File: config.mk
export PLATFORM = sky130hd
export DESIGN_NAME = swc_wake_ctrl
export DESIGN_NICKNAME = d
export VERILOG_FILES = /design/src/hdl/swc_pkg.sv /design/src/hdl/swc_wake_ctrl.sv
export SDC_FILE = /design/constraint.sdc
export NUM_CORES = 1
export LEC_CHECK = 0
export BUFFER_PORTS_ARGS = -buffer_cell sky130_fd_sc_hd__buf_2
export CORE_ASPECT_RATIO = 0.7
export CORE_MARGIN = 1
export CORE_UTILIZATION = 60
export DETAILED_ROUTE_END_ITERATION = 10
export PLACE_DENSITY = 0.9
export SYNTH_ARGS = -nofsm -noshare
export SYNTH_HDL_FRONTEND = slang
export SYNTH_SLANG_ARGS = --single-unit
File: constraint.sdc
create_clock -name clk -period 6.16 [get_ports clk]
set_input_delay 0 -clock clk [delete_from_list [all_inputs] [get_ports clk]]
set_output_delay 0 -clock clk [all_outputs]
set_load 0.05 [all_outputs]
File: src/hdl/swc_pkg.sv
/*
 * Constants and types for the suspend, wake-up clocking and wake-up timer block.
 * Assumes a 25 MHz system clock and a classic Wishbone register bus.
 */
package swc_pkg;

	// ------------------------------------------------------------------
	// Clock and timing
	// ------------------------------------------------------------------
	localparam int SWC_CLK_PERIOD_NS  = 40;
	localparam int SWC_T_INT_START_NS = 2000;
	localparam int SWC_INT_START_CYC  = (SWC_T_INT_START_NS / SWC_CLK_PERIOD_NS < 1) ? 1 :
		SWC_T_INT_START_NS / SWC_CLK_PERIOD_NS;
	localparam int SWC_T_INT_DELAY_NS = 8000;
	localparam int SWC_INT_DELAY_CYC  =
		(SWC_T_INT_DELAY_NS + SWC_CLK_PERIOD_NS - 1) / SWC_CLK_PERIOD_NS;
	localparam int SWC_T_EXT_SHORT_NS = 128000;
	localparam int SWC_EXT_SHORT_CYC  =
		(SWC_T_EXT_SHORT_NS + SWC_CLK_PERIOD_NS - 1) / SWC_CLK_PERIOD_NS;
	localparam int SWC_T_EXT_LONG_NS  = 4000000;
	localparam int SWC_EXT_LONG_CYC   =
		(SWC_T_EXT_LONG_NS + SWC_CLK_PERIOD_NS - 1) / SWC_CLK_PERIOD_NS;
	localparam int SWC_DLY_W          = 17;

	// ------------------------------------------------------------------
	// Register offsets (byte addresses)
	// ------------------------------------------------------------------
	localparam logic [7:0] SWC_ADDR_CLKCFG  = 8'h00;
	localparam logic [7:0] SWC_ADDR_CTRL    = 8'h04;
	localparam logic [7:0] SWC_ADDR_STATE   = 8'h08;
	localparam logic [7:0] SWC_ADDR_INTSTAT = 8'h0C;
	localparam logic [7:0] SWC_ADDR_INTMASK = 8'h10;

	// ------------------------------------------------------------------
	// Field positions
	// ------------------------------------------------------------------
	localparam int SWC_CFG_EXTOSC_BIT = 0;
	localparam int SWC_CFG_EXTDLY_BIT = 3;
	localparam int SWC_CFG_ADJ_LSB    = 4;
	localparam int SWC_ADJ_W          = 3;
	localparam int SWC_CTRL_RUN_BIT   = 0;
	localparam int SWC_CTRL_WAKIE_BIT = 1;
	localparam int SWC_CTRL_SUSP_BIT  = 3;
	localparam int SWC_INT_WAKE_BIT   = 0;
	localparam int SWC_INT_RESUME_BIT = 1;
	localparam int SWC_INT_W          = 2;

	// ------------------------------------------------------------------
	// Reset values
	// ------------------------------------------------------------------
	localparam logic [2:0] SWC_ADJ_RST     = 3'h0;
	localparam logic       SWC_RUN_RST     = 1'h1;
	localparam logic       SWC_CPU_RUN_RST = 1'h1;
	localparam logic       SWC_INT_CLK_RST = 1'h1;
	localparam logic [1:0] SWC_INT_RST     = 2'h0;

	// ------------------------------------------------------------------
	// Sequencer states
	// ------------------------------------------------------------------
	typedef enum logic [2:0] {
		SWC_RUN,
		SWC_SUSPEND,
		SWC_INT_DELAY,
		SWC_EXT_START,
		SWC_EXT_DELAY
	} swc_state_type;

endpackage

File: src/hdl/swc_wake_ctrl.sv
/*
 * Suspend entry, wake-up clock sequencing and the periodic wake-up timer,
 * with its register file on a classic Wishbone slave and one interrupt line.
 * Assumes wakeEvent, extOscStable and wakeTick come from outside the clock
 * domain, and wdtReset and instrRetired are single-cycle pulses on clk.
 */
// The register addresses and the Wishbone register port were left to the implementer.
`timescale 1ns/10ps
module swc_wake_ctrl #(
	parameter int EXT_LONG_CYC    = swc_pkg::SWC_EXT_LONG_CYC,
	parameter int WAKE_BASE_TICKS = 16,
	parameter int CNT_W           = 16
) (
	input  wire logic        clk,
	input  wire logic        rst_b,
	input  wire logic        wb_cyc_i,
	input  wire logic        wb_stb_i,
	input  wire logic        wb_we_i,
	input  wire logic [7:0]  wb_adr_i,
	input  wire logic [3:0]  wb_sel_i,
	input  wire logic [31:0] wb_dat_i,
	output logic      [31:0] wb_dat_o,
	output logic             wb_ack_o,
	input  wire logic        wakeEvent,
	input  wire logic        extOscStable,
	input  wire logic        wakeTick,
	input  wire logic        wdtReset,
	input  wire logic        instrRetired,
	output logic             intOut,
	output logic             cpuRun,
	output logic             intClkOn,
	output logic             extOscOn,
	output logic             clkSrcExt,
	output logic             suspended,
	output logic             irqHold
);

	// ------------------------------------------------------------------
	// State
	// ------------------------------------------------------------------
	typedef struct packed {
		swc_pkg::swc_state_type           state;
		logic                             cfgExtOsc;
		logic                             cfgExtDelay;
		logic [swc_pkg::SWC_ADJ_W-1:0]    cfgAdj;
		logic                             ctrlRun;
		logic                             ctrlWakeIe;
		logic                             clkExt;
		logic [swc_pkg::SWC_DLY_W-1:0]    dlyCnt;
		logic [CNT_W-1:0]                 wakeCnt;
		logic [swc_pkg::SWC_INT_W-1:0]    intStat;
		logic [swc_pkg::SWC_INT_W-1:0]    intMask;
		logic                             ack;
		logic [31:0]                      rdata;
		logic                             intOut;
		logic                             cpuRun;
		logic                             intClkOn;
		logic                             extOscOn;
		logic                             suspended;
		logic                             irqHold;
		logic [2:0]                       syncWake;
		logic [2:0]                       syncStable;
		logic [2:0]                       syncTick;
		logic                             wakeF;
		logic                             stableF;
		logic                             tickF;
	} swc_regs_type;

	swc_regs_type state_reg;
	swc_regs_type state_next;

	// Wake period in ticks of the low-power time base.
	// The counter must be wide enough for the longest setting of 128 base periods.
	function automatic logic [CNT_W-1:0] swcPeriod(input logic [swc_pkg::SWC_ADJ_W-1:0] adj);
		swcPeriod = CNT_W'(WAKE_BASE_TICKS) << adj;
	endfunction

	// Three-stage sampling; a change counts once the last two stages agree.
	function automatic logic swcFilter(input logic [2:0] s, input logic prev);
		swcFilter = (s[1] == s[2]) ? s[2] : prev;
	endfunction

	// ------------------------------------------------------------------
	// Next state
	// ------------------------------------------------------------------
	always_comb begin
		logic                          busReq;
		logic                          wrCfg;
		logic                          wrCtrl;
		logic                          wrStat;
		logic                          wrMask;
		logic                          tickEdge;
		logic                          wakeReq;
		logic [swc_pkg::SWC_INT_W-1:0] setInt;
		logic [swc_pkg::SWC_INT_W-1:0] clrInt;
		busReq   = 1'b0;
		wrCfg    = 1'b0;
		wrCtrl   = 1'b0;
		wrStat   = 1'b0;
		wrMask   = 1'b0;
		tickEdge = 1'b0;
		wakeReq  = 1'b0;
		setInt   = '0;
		clrInt   = '0;
		state_next = state_reg;

		// ------------------------------------------------------------------
		// Pin sampling
		// ------------------------------------------------------------------
		// A filtered copy only moves once the last two stages agree, so a slow
		// or ringing edge on a pin gives one event and not two.
		state_next.syncWake   = {state_reg.syncWake[1:0], wakeEvent};
		state_next.syncStable = {state_reg.syncStable[1:0], extOscStable};
		state_next.syncTick   = {state_reg.syncTick[1:0], wakeTick};
		state_next.wakeF      = swcFilter(state_reg.syncWake, state_reg.wakeF);
		state_next.stableF    = swcFilter(state_reg.syncStable, state_reg.stableF);
		state_next.tickF      = swcFilter(state_reg.syncTick, state_reg.tickF);
		tickEdge = state_next.tickF & ~state_reg.tickF;

		// ------------------------------------------------------------------
		// Bus slave
		// ------------------------------------------------------------------
		// One wait state; ack drops the cycle after it is given, which keeps a
		// request still held in the ack cycle from being taken a second time.
		busReq = wb_cyc_i & wb_stb_i & ~state_reg.ack;
		state_next.ack = busReq;
		if (busReq & wb_we_i & wb_sel_i[0]) begin
			wrCfg  = (wb_adr_i == swc_pkg::SWC_ADDR_CLKCFG);
			wrCtrl = (wb_adr_i == swc_pkg::SWC_ADDR_CTRL);
			wrStat = (wb_adr_i == swc_pkg::SWC_ADDR_INTSTAT);
			wrMask = (wb_adr_i == swc_pkg::SWC_ADDR_INTMASK);
		end
		state_next.rdata = '0;
		if (busReq & ~wb_we_i) begin
			unique case (wb_adr_i)
				swc_pkg::SWC_ADDR_CLKCFG: begin
					state_next.rdata[swc_pkg::SWC_CFG_EXTOSC_BIT] = state_reg.cfgExtOsc;
					state_next.rdata[swc_pkg::SWC_CFG_EXTDLY_BIT] = state_reg.cfgExtDelay;
					state_next.rdata[swc_pkg::SWC_CFG_ADJ_LSB +: swc_pkg::SWC_ADJ_W] =
						state_reg.cfgAdj;
				end
				swc_pkg::SWC_ADDR_CTRL: begin
					state_next.rdata[swc_pkg::SWC_CTRL_RUN_BIT]   = state_reg.ctrlRun;
					state_next.rdata[swc_pkg::SWC_CTRL_WAKIE_BIT] = state_reg.ctrlWakeIe;
				end
				swc_pkg::SWC_ADDR_STATE: begin
					state_next.rdata[4:0] = {state_reg.irqHold, state_reg.intClkOn,
						state_reg.extOscOn, state_reg.clkExt, state_reg.cpuRun};
				end
				swc_pkg::SWC_ADDR_INTSTAT: begin
					state_next.rdata[swc_pkg::SWC_INT_W-1:0] = state_reg.intStat;
				end
				swc_pkg::SWC_ADDR_INTMASK: begin
					state_next.rdata[swc_pkg::SWC_INT_W-1:0] = state_reg.intMask;
				end
				default: begin
					state_next.rdata = '0;
				end
			endcase
		end

		// ------------------------------------------------------------------
		// Register writes
		// ------------------------------------------------------------------
		if (wrCfg) begin
			state_next.cfgExtOsc   = wb_dat_i[swc_pkg::SWC_CFG_EXTOSC_BIT];
			state_next.cfgExtDelay = wb_dat_i[swc_pkg::SWC_CFG_EXTDLY_BIT];
			state_next.cfgAdj      = wb_dat_i[swc_pkg::SWC_CFG_ADJ_LSB +: swc_pkg::SWC_ADJ_W];
		end
		if (wrCtrl) begin
			state_next.ctrlRun    = wb_dat_i[swc_pkg::SWC_CTRL_RUN_BIT];
			state_next.ctrlWakeIe = wb_dat_i[swc_pkg::SWC_CTRL_WAKIE_BIT];
		end
		if (wrMask) begin
			state_next.intMask = wb_dat_i[swc_pkg::SWC_INT_W-1:0];
		end
		if (wrStat) begin
			clrInt = wb_dat_i[swc_pkg::SWC_INT_W-1:0];
		end

		// Watchdog reset drops the external enable and the adjust field only.
		if (wdtReset) begin
			state_next.cfgExtOsc = 1'b0;
			state_next.cfgAdj    = swc_pkg::SWC_ADJ_RST;
		end

		// ------------------------------------------------------------------
		// Wake-up timer
		// ------------------------------------------------------------------
		// It counts in every state, suspend included; only its enable stops it.
		if (!state_reg.ctrlWakeIe) begin
			state_next.wakeCnt = '0;
		end else if (tickEdge) begin
			if (state_reg.wakeCnt + CNT_W'(1) >= swcPeriod(state_reg.cfgAdj)) begin
				state_next.wakeCnt = '0;
				setInt[swc_pkg::SWC_INT_WAKE_BIT] = 1'b1;
			end else begin
				state_next.wakeCnt = state_reg.wakeCnt + CNT_W'(1);
			end
		end

		// ------------------------------------------------------------------
		// Suspend and wake sequencer
		// ------------------------------------------------------------------
		// Any pending enabled interrupt or the wake pin resumes, given the run bit.
		wakeReq = (state_reg.wakeF | (|(state_reg.intStat & state_reg.intMask)))
			& state_reg.ctrlRun;

		unique case (state_reg.state)
			swc_pkg::SWC_RUN: begin
				if (wrCtrl & wb_dat_i[swc_pkg::SWC_CTRL_SUSP_BIT]) begin
					state_next.state     = swc_pkg::SWC_SUSPEND;
					state_next.clkExt    = state_reg.cfgExtOsc;
					state_next.cpuRun    = 1'b0;
					state_next.intClkOn  = 1'b0;
					state_next.extOscOn  = 1'b0;
					state_next.suspended = 1'b1;
				end else if (state_reg.cfgExtOsc & ~state_reg.clkExt) begin
					// The core and the internal clock halt while the oscillator
					// starts; clearing the enable later does not switch back.
					state_next.state    = swc_pkg::SWC_EXT_START;
					state_next.cpuRun   = 1'b0;
					state_next.intClkOn = 1'b0;
					state_next.extOscOn = 1'b1;
				end
			end
			swc_pkg::SWC_SUSPEND: begin
				if (wakeReq) begin
					state_next.suspended = 1'b0;
					// The clock source was latched at suspend entry, so a later
					// change of the enable bit cannot change how this wake runs.
					if (state_reg.clkExt) begin
						state_next.state    = swc_pkg::SWC_EXT_START;
						state_next.extOscOn = 1'b1;
					end else begin
						state_next.state    = swc_pkg::SWC_INT_DELAY;
						state_next.intClkOn = 1'b1;
						state_next.dlyCnt   =
							swc_pkg::SWC_DLY_W'(swc_pkg::SWC_INT_DELAY_CYC - 1);
					end
				end
			end
			swc_pkg::SWC_INT_DELAY: begin
				// The counter was loaded one short, so reaching zero ends the full delay.
				if (state_reg.dlyCnt == '0) begin
					state_next.state   = swc_pkg::SWC_RUN;
					state_next.cpuRun  = 1'b1;
					state_next.irqHold = 1'b1;
					setInt[swc_pkg::SWC_INT_RESUME_BIT] = 1'b1;
				end else begin
					state_next.dlyCnt = state_reg.dlyCnt - swc_pkg::SWC_DLY_W'(1);
				end
			end
			swc_pkg::SWC_EXT_START: begin
				// The start-up delay is only counted once the filtered stable flag is seen.
				if (state_reg.stableF) begin
					state_next.state  = swc_pkg::SWC_EXT_DELAY;
					state_next.dlyCnt = state_reg.cfgExtDelay ?
						swc_pkg::SWC_DLY_W'(EXT_LONG_CYC - 1) :
						swc_pkg::SWC_DLY_W'(swc_pkg::SWC_EXT_SHORT_CYC - 1);
				end
			end
			swc_pkg::SWC_EXT_DELAY: begin
				if (state_reg.dlyCnt == '0) begin
					state_next.state   = swc_pkg::SWC_RUN;
					state_next.clkExt  = 1'b1;
					state_next.cpuRun  = 1'b1;
					state_next.irqHold = 1'b1;
					setInt[swc_pkg::SWC_INT_RESUME_BIT] = 1'b1;
				end else begin
					state_next.dlyCnt = state_reg.dlyCnt - swc_pkg::SWC_DLY_W'(1);
				end
			end
			default: begin
				state_next.state = swc_pkg::SWC_RUN;
			end
		endcase

		// ------------------------------------------------------------------
		// Interrupt hold and status
		// ------------------------------------------------------------------
		// Interrupt servicing stays held until the first instruction has retired.
		if (state_reg.irqHold & instrRetired) begin
			state_next.irqHold = 1'b0;
		end

		// A set in the same cycle as a write-one clear wins.
		state_next.intStat = (state_reg.intStat & ~clrInt) | setInt;
		state_next.intOut  = |(state_next.intStat & state_next.intMask);
	end

	// ------------------------------------------------------------------
	// Registers
	// ------------------------------------------------------------------
	// Reset clears every field, then gives the run bit, the core run flag and the internal clock their awake values.
	always_ff @(posedge clk or negedge rst_b) begin
		if (!rst_b) begin
			state_reg             <= '0;
			state_reg.state       <= swc_pkg::SWC_RUN;
			state_reg.cfgAdj      <= swc_pkg::SWC_ADJ_RST;
			state_reg.ctrlRun     <= swc_pkg::SWC_RUN_RST;
			state_reg.intStat     <= swc_pkg::SWC_INT_RST;
			state_reg.intMask     <= swc_pkg::SWC_INT_RST;
			state_reg.cpuRun      <= swc_pkg::SWC_CPU_RUN_RST;
			state_reg.intClkOn    <= swc_pkg::SWC_INT_CLK_RST;
		end else begin
			state_reg <= state_next;
		end
	end

	// ------------------------------------------------------------------
	// Outputs
	// ------------------------------------------------------------------
	// Every output is a field of the registered state, never a decode.
	assign wb_dat_o  = state_reg.rdata;
	assign wb_ack_o  = state_reg.ack;
	assign intOut    = state_reg.intOut;
	assign cpuRun    = state_reg.cpuRun;
	assign intClkOn  = state_reg.intClkOn;
	assign extOscOn  = state_reg.extOscOn;
	assign clkSrcExt = state_reg.clkExt;
	assign suspended = state_reg.suspended;
	assign irqHold   = state_reg.irqHold;

endmodule // swc_wake_ctrl

# [Word level (Yosys, flattened, before mapping)]
# Cells that the tools add are included.
[word_totals] input_bits=54 word_cells=141 register_bits=99
[op_classes] n_eq_ne=21 n_addsub=2 shift=1 bitwise=20 n_lt_le_gt_ge=1 reduce_logical=21 mux=50
[op_table] cell="$mux W17" count=5
[op_table] cell="$pmux W17 S3" count=1
[op_table] cell="$mux W16" count=3
[op_table] cell="$mux W3" count=9
[op_table] cell="$mux W1" count=20
[op_table] cell="$logic_not A17 Y1" count=1
[op_table] cell="$sub A17 B1 Y17 const B" count=1
[op_table] cell="$add A16 B1 Y16 const B" count=1
[op_table] cell="$eq A8 B4 Y1 const B" count=2
[op_table] cell="$ge A16 B16 Y1" count=1
[op_table] cell="$shl A5 B3 Y16 const A" count=1
[op_table] cell="$ne A2 B2 Y1 const B" count=7
[op_table] cell="$pmux W3 S4" count=1
[op_table] cell="$reduce_and A4 Y1" count=3
[op_table] cell="$reduce_bool A2 Y1" count=6
[op_table] cell="$and A1 B1 Y1" count=10
[op_table] cell="$reduce_and A3 Y1" count=3
[op_table] cell="$eq A8 B3 Y1 const B" count=1
[op_table] cell="$eq A8 B5 Y1 const B" count=1
[op_table] cell="$logic_not A8 Y1" count=1
[op_table] cell="$mux W7" count=1
[op_table] cell="$and A2 B2 Y2" count=3
[op_table] cell="$eq A3 B2 Y1 const B" count=2
[op_table] cell="$mux W2" count=3
[op_table] cell="20 further kinds" count=29

# [Depth between registers and ports, before layout]
# Gate-level depths: netlist of the first run.
[depth] word_depth=11 ltp_mapped=12 ltp_nobuf=11

# [Least setup slack after synthesis of the first run]
# OpenSTA, ideal clock, no wires.
[synth_path] path_kind="register to register" from="register state_reg[58] (netlist bit)" to="register state_reg[56] (netlist bit)" n_path_buf=1 path_stages_with_launch=11 t_required_ps=6038 path_slack_ps=3318 setup_ps=122 arrival_time_ps=2721 path_cell_list="dfrtp_1 -> nand4_1 -> nor4_1 -> xor2_1 -> ha_1 -> nand2_1 -> a2111oi_0 -> nor2_1 -> and3_1 -> buf_6 -> a32o_1"
[synth_via] elab_chain_cells=5
[synth_rtl] item="from (decl)" line="swc_wake_ctrl.sv:69" source="swc_regs_type state_reg;"
[synth_rtl] item="from (signal assigned)" line="swc_wake_ctrl.sv:307" source="state_reg <= state_next;"
[synth_rtl] item="$add A16 B1 Y16" line="swc_wake_ctrl.sv:194" source="if (state_reg.wakeCnt + CNT_W'(1) >= swcPeriod(state_reg.cfgAdj)) begin"
[synth_rtl] item="$ge A16 B16 Y1" line="swc_wake_ctrl.sv:194"
[synth_rtl] item="$mux W16" line="swc_wake_ctrl.sv:194"
[synth_rtl] item="$mux W16" line="swc_wake_ctrl.sv:193" source="end else if (tickEdge) begin"
[synth_rtl] item="$mux W16" line="swc_wake_ctrl.sv:191" source="if (!state_reg.ctrlWakeIe) begin"
# No other way between the ends. The select of a mux whose other input is x is not followed.
# A chain may end at the register's enable or synchronous reset.

# [Worst setup path after layout of the first run]
[layout_path] from="register state_reg[58] (netlist bit)" to="register state_reg[61] (netlist bit)"
[layout_via] elab_chain_cells=5
[layout_rtl] item="$add A16 B1 Y16 *" line="swc_wake_ctrl.sv:194, swc_wake_ctrl.sv:198"
[layout_rtl] item="$ge A16 B16 Y1" line="swc_wake_ctrl.sv:194"
[layout_rtl] item="$mux W16 *" line="swc_wake_ctrl.sv:194"
[layout_rtl] item="$mux W16 *" line="swc_wake_ctrl.sv:193"
[layout_rtl] item="$mux W16 *" line="swc_wake_ctrl.sv:191"
# Mark *: on every way between the ends. The rest lies on a longest branch, timed or not. The select of a mux whose other input is x is not followed.

==> results of run 1 <==
-- logic make-up after synthesis --
group                    after synthesis  synth area share, %
AO/OA/AOI/OAI                        100                16.66
XOR/XNOR                              10                1.967
adder cells (fa/ha/maj)               13                3.484
buffers and inverters                 62                9.104
flip-flops                            74                41.67
multiplexers                          14                3.512
other                                  1              0.08421
AND/OR/NAND/NOR                      181                23.52
-- per-stage QoR --
step	setup WS (ns)	utilization [%]	cell area, um2	hold slack (ns)	cells
global route	2.273	69.69	4861	0.06311	593
CTS	2.639	69.69	4861	0.03297	593
floorplan	3.318	-	4543	-0.2956	479
detailed placement	2.644	64.56	4503	0.1110	563
global placement	2.721	64.56	4503	0.1094	563
finish	2.525	69.69	4861	0.05668	593
-- metal layers --
metal  up-vias  global-route usage, %  share of wire [%]
met2       235                  41.80                 44
met3        44                  5.960                8.7
met5         -                      0                  0
met1      1784                  37.20                 43
li1       1704                      -                  -
met4         0                  12.52                3.5
-- critical path, cell delays in order (launching register included) --
cell,delay [ns]
dfrtp_1,0.49
nand4_1,0.25
nor4_1,0.56
xor2_1,0.15
ha_1,0.34
nand2_1,0.07
a2111oi_0,0.74
nor2_1,0.26
and3_1,0.37
a32o_1,0.30
-- path summary, 6_finish.rpt --
| kind | from | end | slack [ns] | cells past startpoint |
|---|---|---|---|---|
| max | state_reg[58]$_DFFE_PN0P_ | state_reg[61]$_DFFE_PN0P_ | 2.53 | 9 |
| min | wb_adr_i[4] | wb_dat_o[0]$_DFF_PN0_ | 0.06 | 3 |
| max reg2reg | state_reg[58]$_DFFE_PN0P_ | state_reg[61]$_DFFE_PN0P_ | 2.53 | 9 |
| min reg2reg | state_next[7]$_DFF_PN0_ | state_next[8]$_DFF_PN0_ | 0.35 | 0 |
| max in group asynchronous | rst_b | state_reg[0]$_DFF_PN0_ | 5.16 | 3 |
| min in group asynchronous | rst_b | state_reg[93]$_DFFE_PN0P_ | 0.38 | 3 |
-- power by group --
group          switching [mW]  internal, mW  total (mW)
Combinational           0.319         0.153       0.472
Clock                   0.175         0.225       0.400
Sequential             0.0784         0.538       0.617
-- layout by cell type (no fill, tap or decap), drive strengths merged, types with 13 or more instances in the layout --
master and n:
a21oi 14, nor4 16, o31ai 13, nor2 37, dfrtp 71, buf 40, dlygate4sd3 15, nand2 38
conb 25, o21ai 17
-- area by class of cell --
class | count | area, um2
Fill cell | 495 | 2115
Tap cell | 94 | 117.6
Multi-Input combinational cell | 343 | 2282
Timing Repair Buffer | 55 | 352.8
Clock buffer | 10 | 127.6
Inverter | 12 | 45.04
Sequential cell | 74 | 1856
Clock inverter | 5 | 80.08
==> metrics.txt, run 1 <==
I/O Pins=94; n_diodes=0; Tcrit/Tclk final=59.01%; via count=3767; Yosys top cell by area=dfrtp_1; setup violators final=0; routability congestion estimate=0.8752; global-route usage over all layers=27.07%; Worst-path clk slew=0.08 ns; mapped cell area=4453 um2; Yosys Warn Count=0; total routed wirelength=10000 um; Period minus WS final=3.635 ns; vias per std cell=6.352; Wirelength per Cell=16.87 um; Main synth FF type=dfrtp_1; Synth area leaders=dfrtp_1 40%, buf_4 5.6%, nand2_1 3.2%; Setup CP Type=reg2reg; status=finished clean; first-pass GRT wire length=16440 um; total die area=7776 um2; cell count after synthesis=455; drt first-iter violations=376; Slew @ Worst Pin=1.163 ns; Clock Path Buffers=2; Mean Syn Cell Area=9.787 um2; synthesis-stage register bit count=74; max_cap viols=0; Final Hold Fails=0; ratio of cells with drive above 1 in the final layout=17.64%; initial antenna violation count=0; vias in the first global route=3373; core area=6975 um2; Root Driver=clkbuf_8; die width=105.0 um; peak supply drop=0.1766 mV; largest net degree at the start of global routing=75; remaining global-route overflow=0; Largest register FFs=53; P&R area growth vs syn=9.160%; most numerous cell in the Yosys netlist=dfrtp_1; detailed placement HPWL=6766 um; # rows=25; CTS Buf Count=9; max_slew headroom=22.35%; pwr dens=306.3 nW/um2; crit path launch type=flop; CTS tree=built; Routed Antenna Nets=0; Worst Path Arrival=3.86 ns; RSZ-0062 raised after global routing=false; EDFF count, synth=0; Layout Nets=559; chip height=74.08 um; top-area cell type share of the netlist area=39.90%; CP Data Required Time=6.38 ns; TritonRoute pass-1 iters=6; worst-path fanout max=9; asr flop ratio synth=100.0%; Final Power=1.489 mW; Max Freq=275.1 MHz; crit end category=flop; Starting Density=63.84%; Hold Crit Class=in2reg; Slew Limit Fails=0; clk sinks=74; Seq/Total Area, Yosys=41.67%; synth unique cells=79; Final TNS setup=0 ns; Hold-fix buffers, CTS=15; leak pwr=2.148 nW; CTS H-tree lvls=3; DRC Markers=0; PostCTS Resize Cnt=0; count of input and output buffers=39; worst skew pair latency=0.34 ns; Post-CTS Setup Inserts=0; synth cell count leaders=71 x dfrtp_1, 38 x nand2_1, 37 x nor2_1; Worst Skew=0.007887 ns
No activity file was read; power rests on OpenSTA's default activity.
==> inputs of run 2 (changes only) <==
--- a/config.mk
+++ b/config.mk
@@ -5,12 +5,13 @@
 export SDC_FILE = /design/constraint.sdc
 export NUM_CORES = 1
 export LEC_CHECK = 0
+export ABC_AREA = 1
 export BUFFER_PORTS_ARGS = -buffer_cell sky130_fd_sc_hd__buf_2
 export CORE_ASPECT_RATIO = 0.7
 export CORE_MARGIN = 1
-export CORE_UTILIZATION = 60
+export CORE_UTILIZATION = 55
 export DETAILED_ROUTE_END_ITERATION = 10
-export PLACE_DENSITY = 0.9
+export PLACE_DENSITY = 0.84
 export SYNTH_ARGS = -nofsm -noshare
 export SYNTH_HDL_FRONTEND = slang
 export SYNTH_SLANG_ARGS = --single-unit
==> constraint.sdc (replaced) <==
create_clock -name clk -period 3.8 [get_ports clk]
set_input_delay 0 -clock clk [delete_from_list [all_inputs] [get_ports clk]]
set_output_delay 0 -clock clk [all_outputs]
set_load 0.05 [all_outputs]
==> metrics.txt, run 2 <==
status=finished clean; # rows=26 (+4.0%); core area=7417 um2 (+6.3%); vias per std cell=5.344 (-16%); largest family of logic cells by synthesized area=simple AND/OR/NAND/NOR gates; EDFF count, synth=0 (unchanged); DRT met1 WL=4307 um (-0.97%); PostCTS Resize Cnt=0 (unchanged); n_diodes=0 (unchanged); synth cell count leaders=132 x nand2_1, 71 x dfrtp_1, 66 x inv_1; asr flop ratio synth=100.0% (unchanged); first-pass GRT wire length=15550 um (-5.5%); Routed Antenna Nets=0 (unchanged); Main synth FF type=dfrtp_1; remaining global-route overflow=0 (unchanged); ratio of cells with drive above 1 in the final layout=14.43% (-3.2 points); leak pwr=2.342 nW (+9.0%); Max Freq=346.3 MHz (+26%); Top Layer Used=met4; Synth area leaders=dfrtp_1 42%, nand2_1 12%, inv_1 5.8%; Yosys top cell by area=dfrtp_1; crit path launch=state_reg[55]$_DFFE_PN0P_; CTS H-tree lvls=3 (unchanged); cell count of the worst reg-to-reg path=16 (+7); P_int=1.496 mW (+63%); Starting Density=57.69% (-6.1 points); Wirelength per Cell=13.49 um (-20%); commonest non-fill, non-tap cells in the layout=132 x nand2_1, 71 x dfrtp_1, 66 x inv_1, 52 x nor2_1, 39 x buf_2; met2 routed WL=4288 um (-3.4%); initial antenna violation count=0 (unchanged); sequential power share=38.6% (-2.8 points); Root Driver=clkbuf_8; Tcrit/Tclk final=75.98% (+17 points); final core utilization=64.84% (-4.8 points); mapped cell area=4279 um2 (-3.9%); adder-cell share of the synthesized area=3.626% (+0.14 points); top-area cell type share of the netlist area=41.52% (+1.6 points); NetSw=993.0 uW (+74%); total die area=8143 um2 (+4.7%); RSZ-0062 raised after global routing=false; Setup CP Type=reg2reg; routability congestion estimate=0.9138 (+4.4%); Final Hold Fails=0 (unchanged); worst skew pair latency=0.35 ns (about the same); Worst-path clk slew=0.08 ns (about the same); Worst Path Arrival=3.15 ns (-0.71 ns); Placed Cells=668 (+19%); Seq/Total Area, Yosys=43.36% (+1.7 points); Setup crit end=state_reg[55]$_DFFE_PN0P_; vias in the first global route=3433 (+1.8%); synthesis-stage register bit count=74 (unchanged); Period minus WS final=2.887 ns (-0.7476 ns); Net Sw Frac=39.90% (+1.5 points); I/O Pins=94 (unchanged); post-synthesis mux area share=0% (-3.5 points); total routed wirelength=9458 um (-5.4%); clock network power share=26.5% (-0.4 points); reg2reg end=state_reg[55]$_DFFE_PN0P_; Slew @ Worst Pin=0.6195 ns (-0.5432 ns); Clock Path Buffers=2 (unchanged); setup violators final=0 (unchanged); Synth Area in Simple Gates=27.63% (+4.1 points); P&R area growth vs syn=12.40%; Hold Crit Class=in2reg; CP Data Required Time=4.06 ns (-2.32 ns); worst-path fanout max=8 (-1); Final TNS setup=0 ns (unchanged); max_cap viols=0 (unchanged); Layout Nets=662 (+18%); crit end category=flop; Slew Limit Fails=0 (unchanged); die width=107.4 um (+2.3%); Mean Syn Cell Area=7.910 um2 (-19%); Logic pwr share=34.9% (+3.2 points); TritonRoute pass-1 iters=5 (-1); Largest register FFs=53 (unchanged); pwr dens=517.4 nW/um2 (+69%); most numerous cell in the Yosys netlist=nand2_1; CTS Buf Count=9 (unchanged); drt first-iter violations=282 (-25%); clk sinks=74 (unchanged); Compound-Gate Fraction of Synth Area=10.15% (-6.5 points); count of input and output buffers=39 (unchanged); global-route usage over all layers=24.99% (-2.1 points); synth unique cells=44 (-44%); chip height=75.80 um (+2.3%); via count=3746 (-0.56%); reg2reg setup slack=0.91 ns (-1.61 ns); detailed placement HPWL=6882 um (+1.7%); CTS tree=built; FF-to-FF Start=state_reg[55]$_DFFE_PN0P_; Yosys Warn Count=0 (unchanged); crit path launch type=flop; met3 WL=764 um (-12%); DRC Markers=0 (unchanged); Worst Skew=0.01635 ns (+0.008466 ns); Post-Synth XOR/XNOR Area=2.661% (+0.69 points); Non-Filler Instances=701 (+18%); max_slew headroom=58.70% (+36 points); most common cell after layout, fill and taps aside=nand2_1; peak supply drop=0.3428 mV (+94%); largest net degree at the start of global routing=51 (-32%); cell count after synthesis=541 (+19%)
-- run 2: cell types whose count changed after synthesis, sizes merged, moves of 14 or more --
| cell | change |
|---|---|
| inv | +58 |
| nand2 | +97 |
| o21ai | +25 |
| nor2 | +25 |
| nand3 | +26 |
| nor4 | -14 |
-- run 2: logic make-up (layout without fill, tap and decap cells) --
family                   count (synthesis)  in the layout
AND/OR/NAND/NOR                        258            258
buffers and inverters                  106            144
AO/OA/AOI/OAI                           76             76
flip-flops                              74             74
adder cells (fa/ha/maj)                 13             13
XOR/XNOR                                13             13
other                                    1             25
-- run 2: area by class of cell --
| class | instances | area (um2) |
|---|---|---|
| inverter | 71 | 266.5 |
| tap | 98 | 122.6 |
| multi-input combinational | 385 | 1979 |
| clock inverter | 5 | 81.33 |
| timing repair buffer | 57 | 372.9 |
| fill | 594 | 2608 |
| sequential | 74 | 1856 |
| clock buffer | 11 | 131.4 |
-- run 2: worst max-delay path, cell delays in order, from the launching register on --
cell and delay, ns:
dfrtp_1 0.42, ha_1 0.23, nand3_2 0.14, nor3_2 0.22, inv_1 0.11, nor2_1 0.14, inv_1 0.08, o21ai_0 0.15
nand2_1 0.09, inv_1 0.07, ha_1 0.23, nand2_1 0.08, o21a_1 0.14, nand3_1 0.10, nor2_2 0.14, nand4_2 0.25
o21ai_1 0.22
-- run 2: how the worst min path moves through the flow --
stage	from	endpoint	cells after the start	slack, ns
2_1_floorplan	rst_b	clkSrcExt$_DFFE_PN0P_	0	-0.30
3_3_place_gp	rst_b	state_next[4]$_DFF_PN0_	1	0.03
3_5_place_dp	rst_b	state_next[4]$_DFF_PN0_	1	0.03
4_1_cts	wb_stb_i	wb_ack_o$_DFF_PN0_	5	0.02
5_1_grt	wb_stb_i	wb_ack_o$_DFF_PN0_	5	0.07
6_report	wb_stb_i	wb_ack_o$_DFF_PN0_	5	0.04
-- run 2: timing repair --
| action | in CTS | in global routing |
|---|---|---|
| hold buffers | 17 | 0 |
| endpoints found under the hold margin | 39 | 0 |
| setup buffers | 0 | 0 |
| endpoints found under the setup margin | 0 | 0 |
-- run 2: metrics by stage --
| step | hold WS, ns | area [um2] | setup WS [ns] | total power, mW |
|---|---|---|---|---|
| floorplan | -0.2956 | 4369 | 1.392 | 1.681 |
| global placement | 0.02812 | 4427 | 1.080 | 1.785 |
| detailed placement | 0.03039 | 4427 | 0.9834 | 1.815 |
| CTS | 0.02354 | 4810 | 0.9506 | 2.492 |
| global route | 0.07208 | 4810 | 0.5347 | 2.654 |
| finish | 0.03845 | 4810 | 0.9127 | 2.489 |
-- run 2: routing by layer --
layer	vias to the layer above	global-route usage [%]
met5	-	0
met4	0	6.545
met3	11	5.902
met2	181	40.29
met1	1740	34.42
li1	1814	-
-- run 2: power by group through the flow --
stage	Clock, mW	Combinational, mW	Sequential, mW
3_3_place_gp	0	0.817	0.968
5_1_grt	0.711	0.970	0.973
2_1_floorplan	0	0.685	0.996
6_report	0.659	0.869	0.960
4_1_cts	0.675	0.859	0.958
3_5_place_dp	0	0.845	0.970
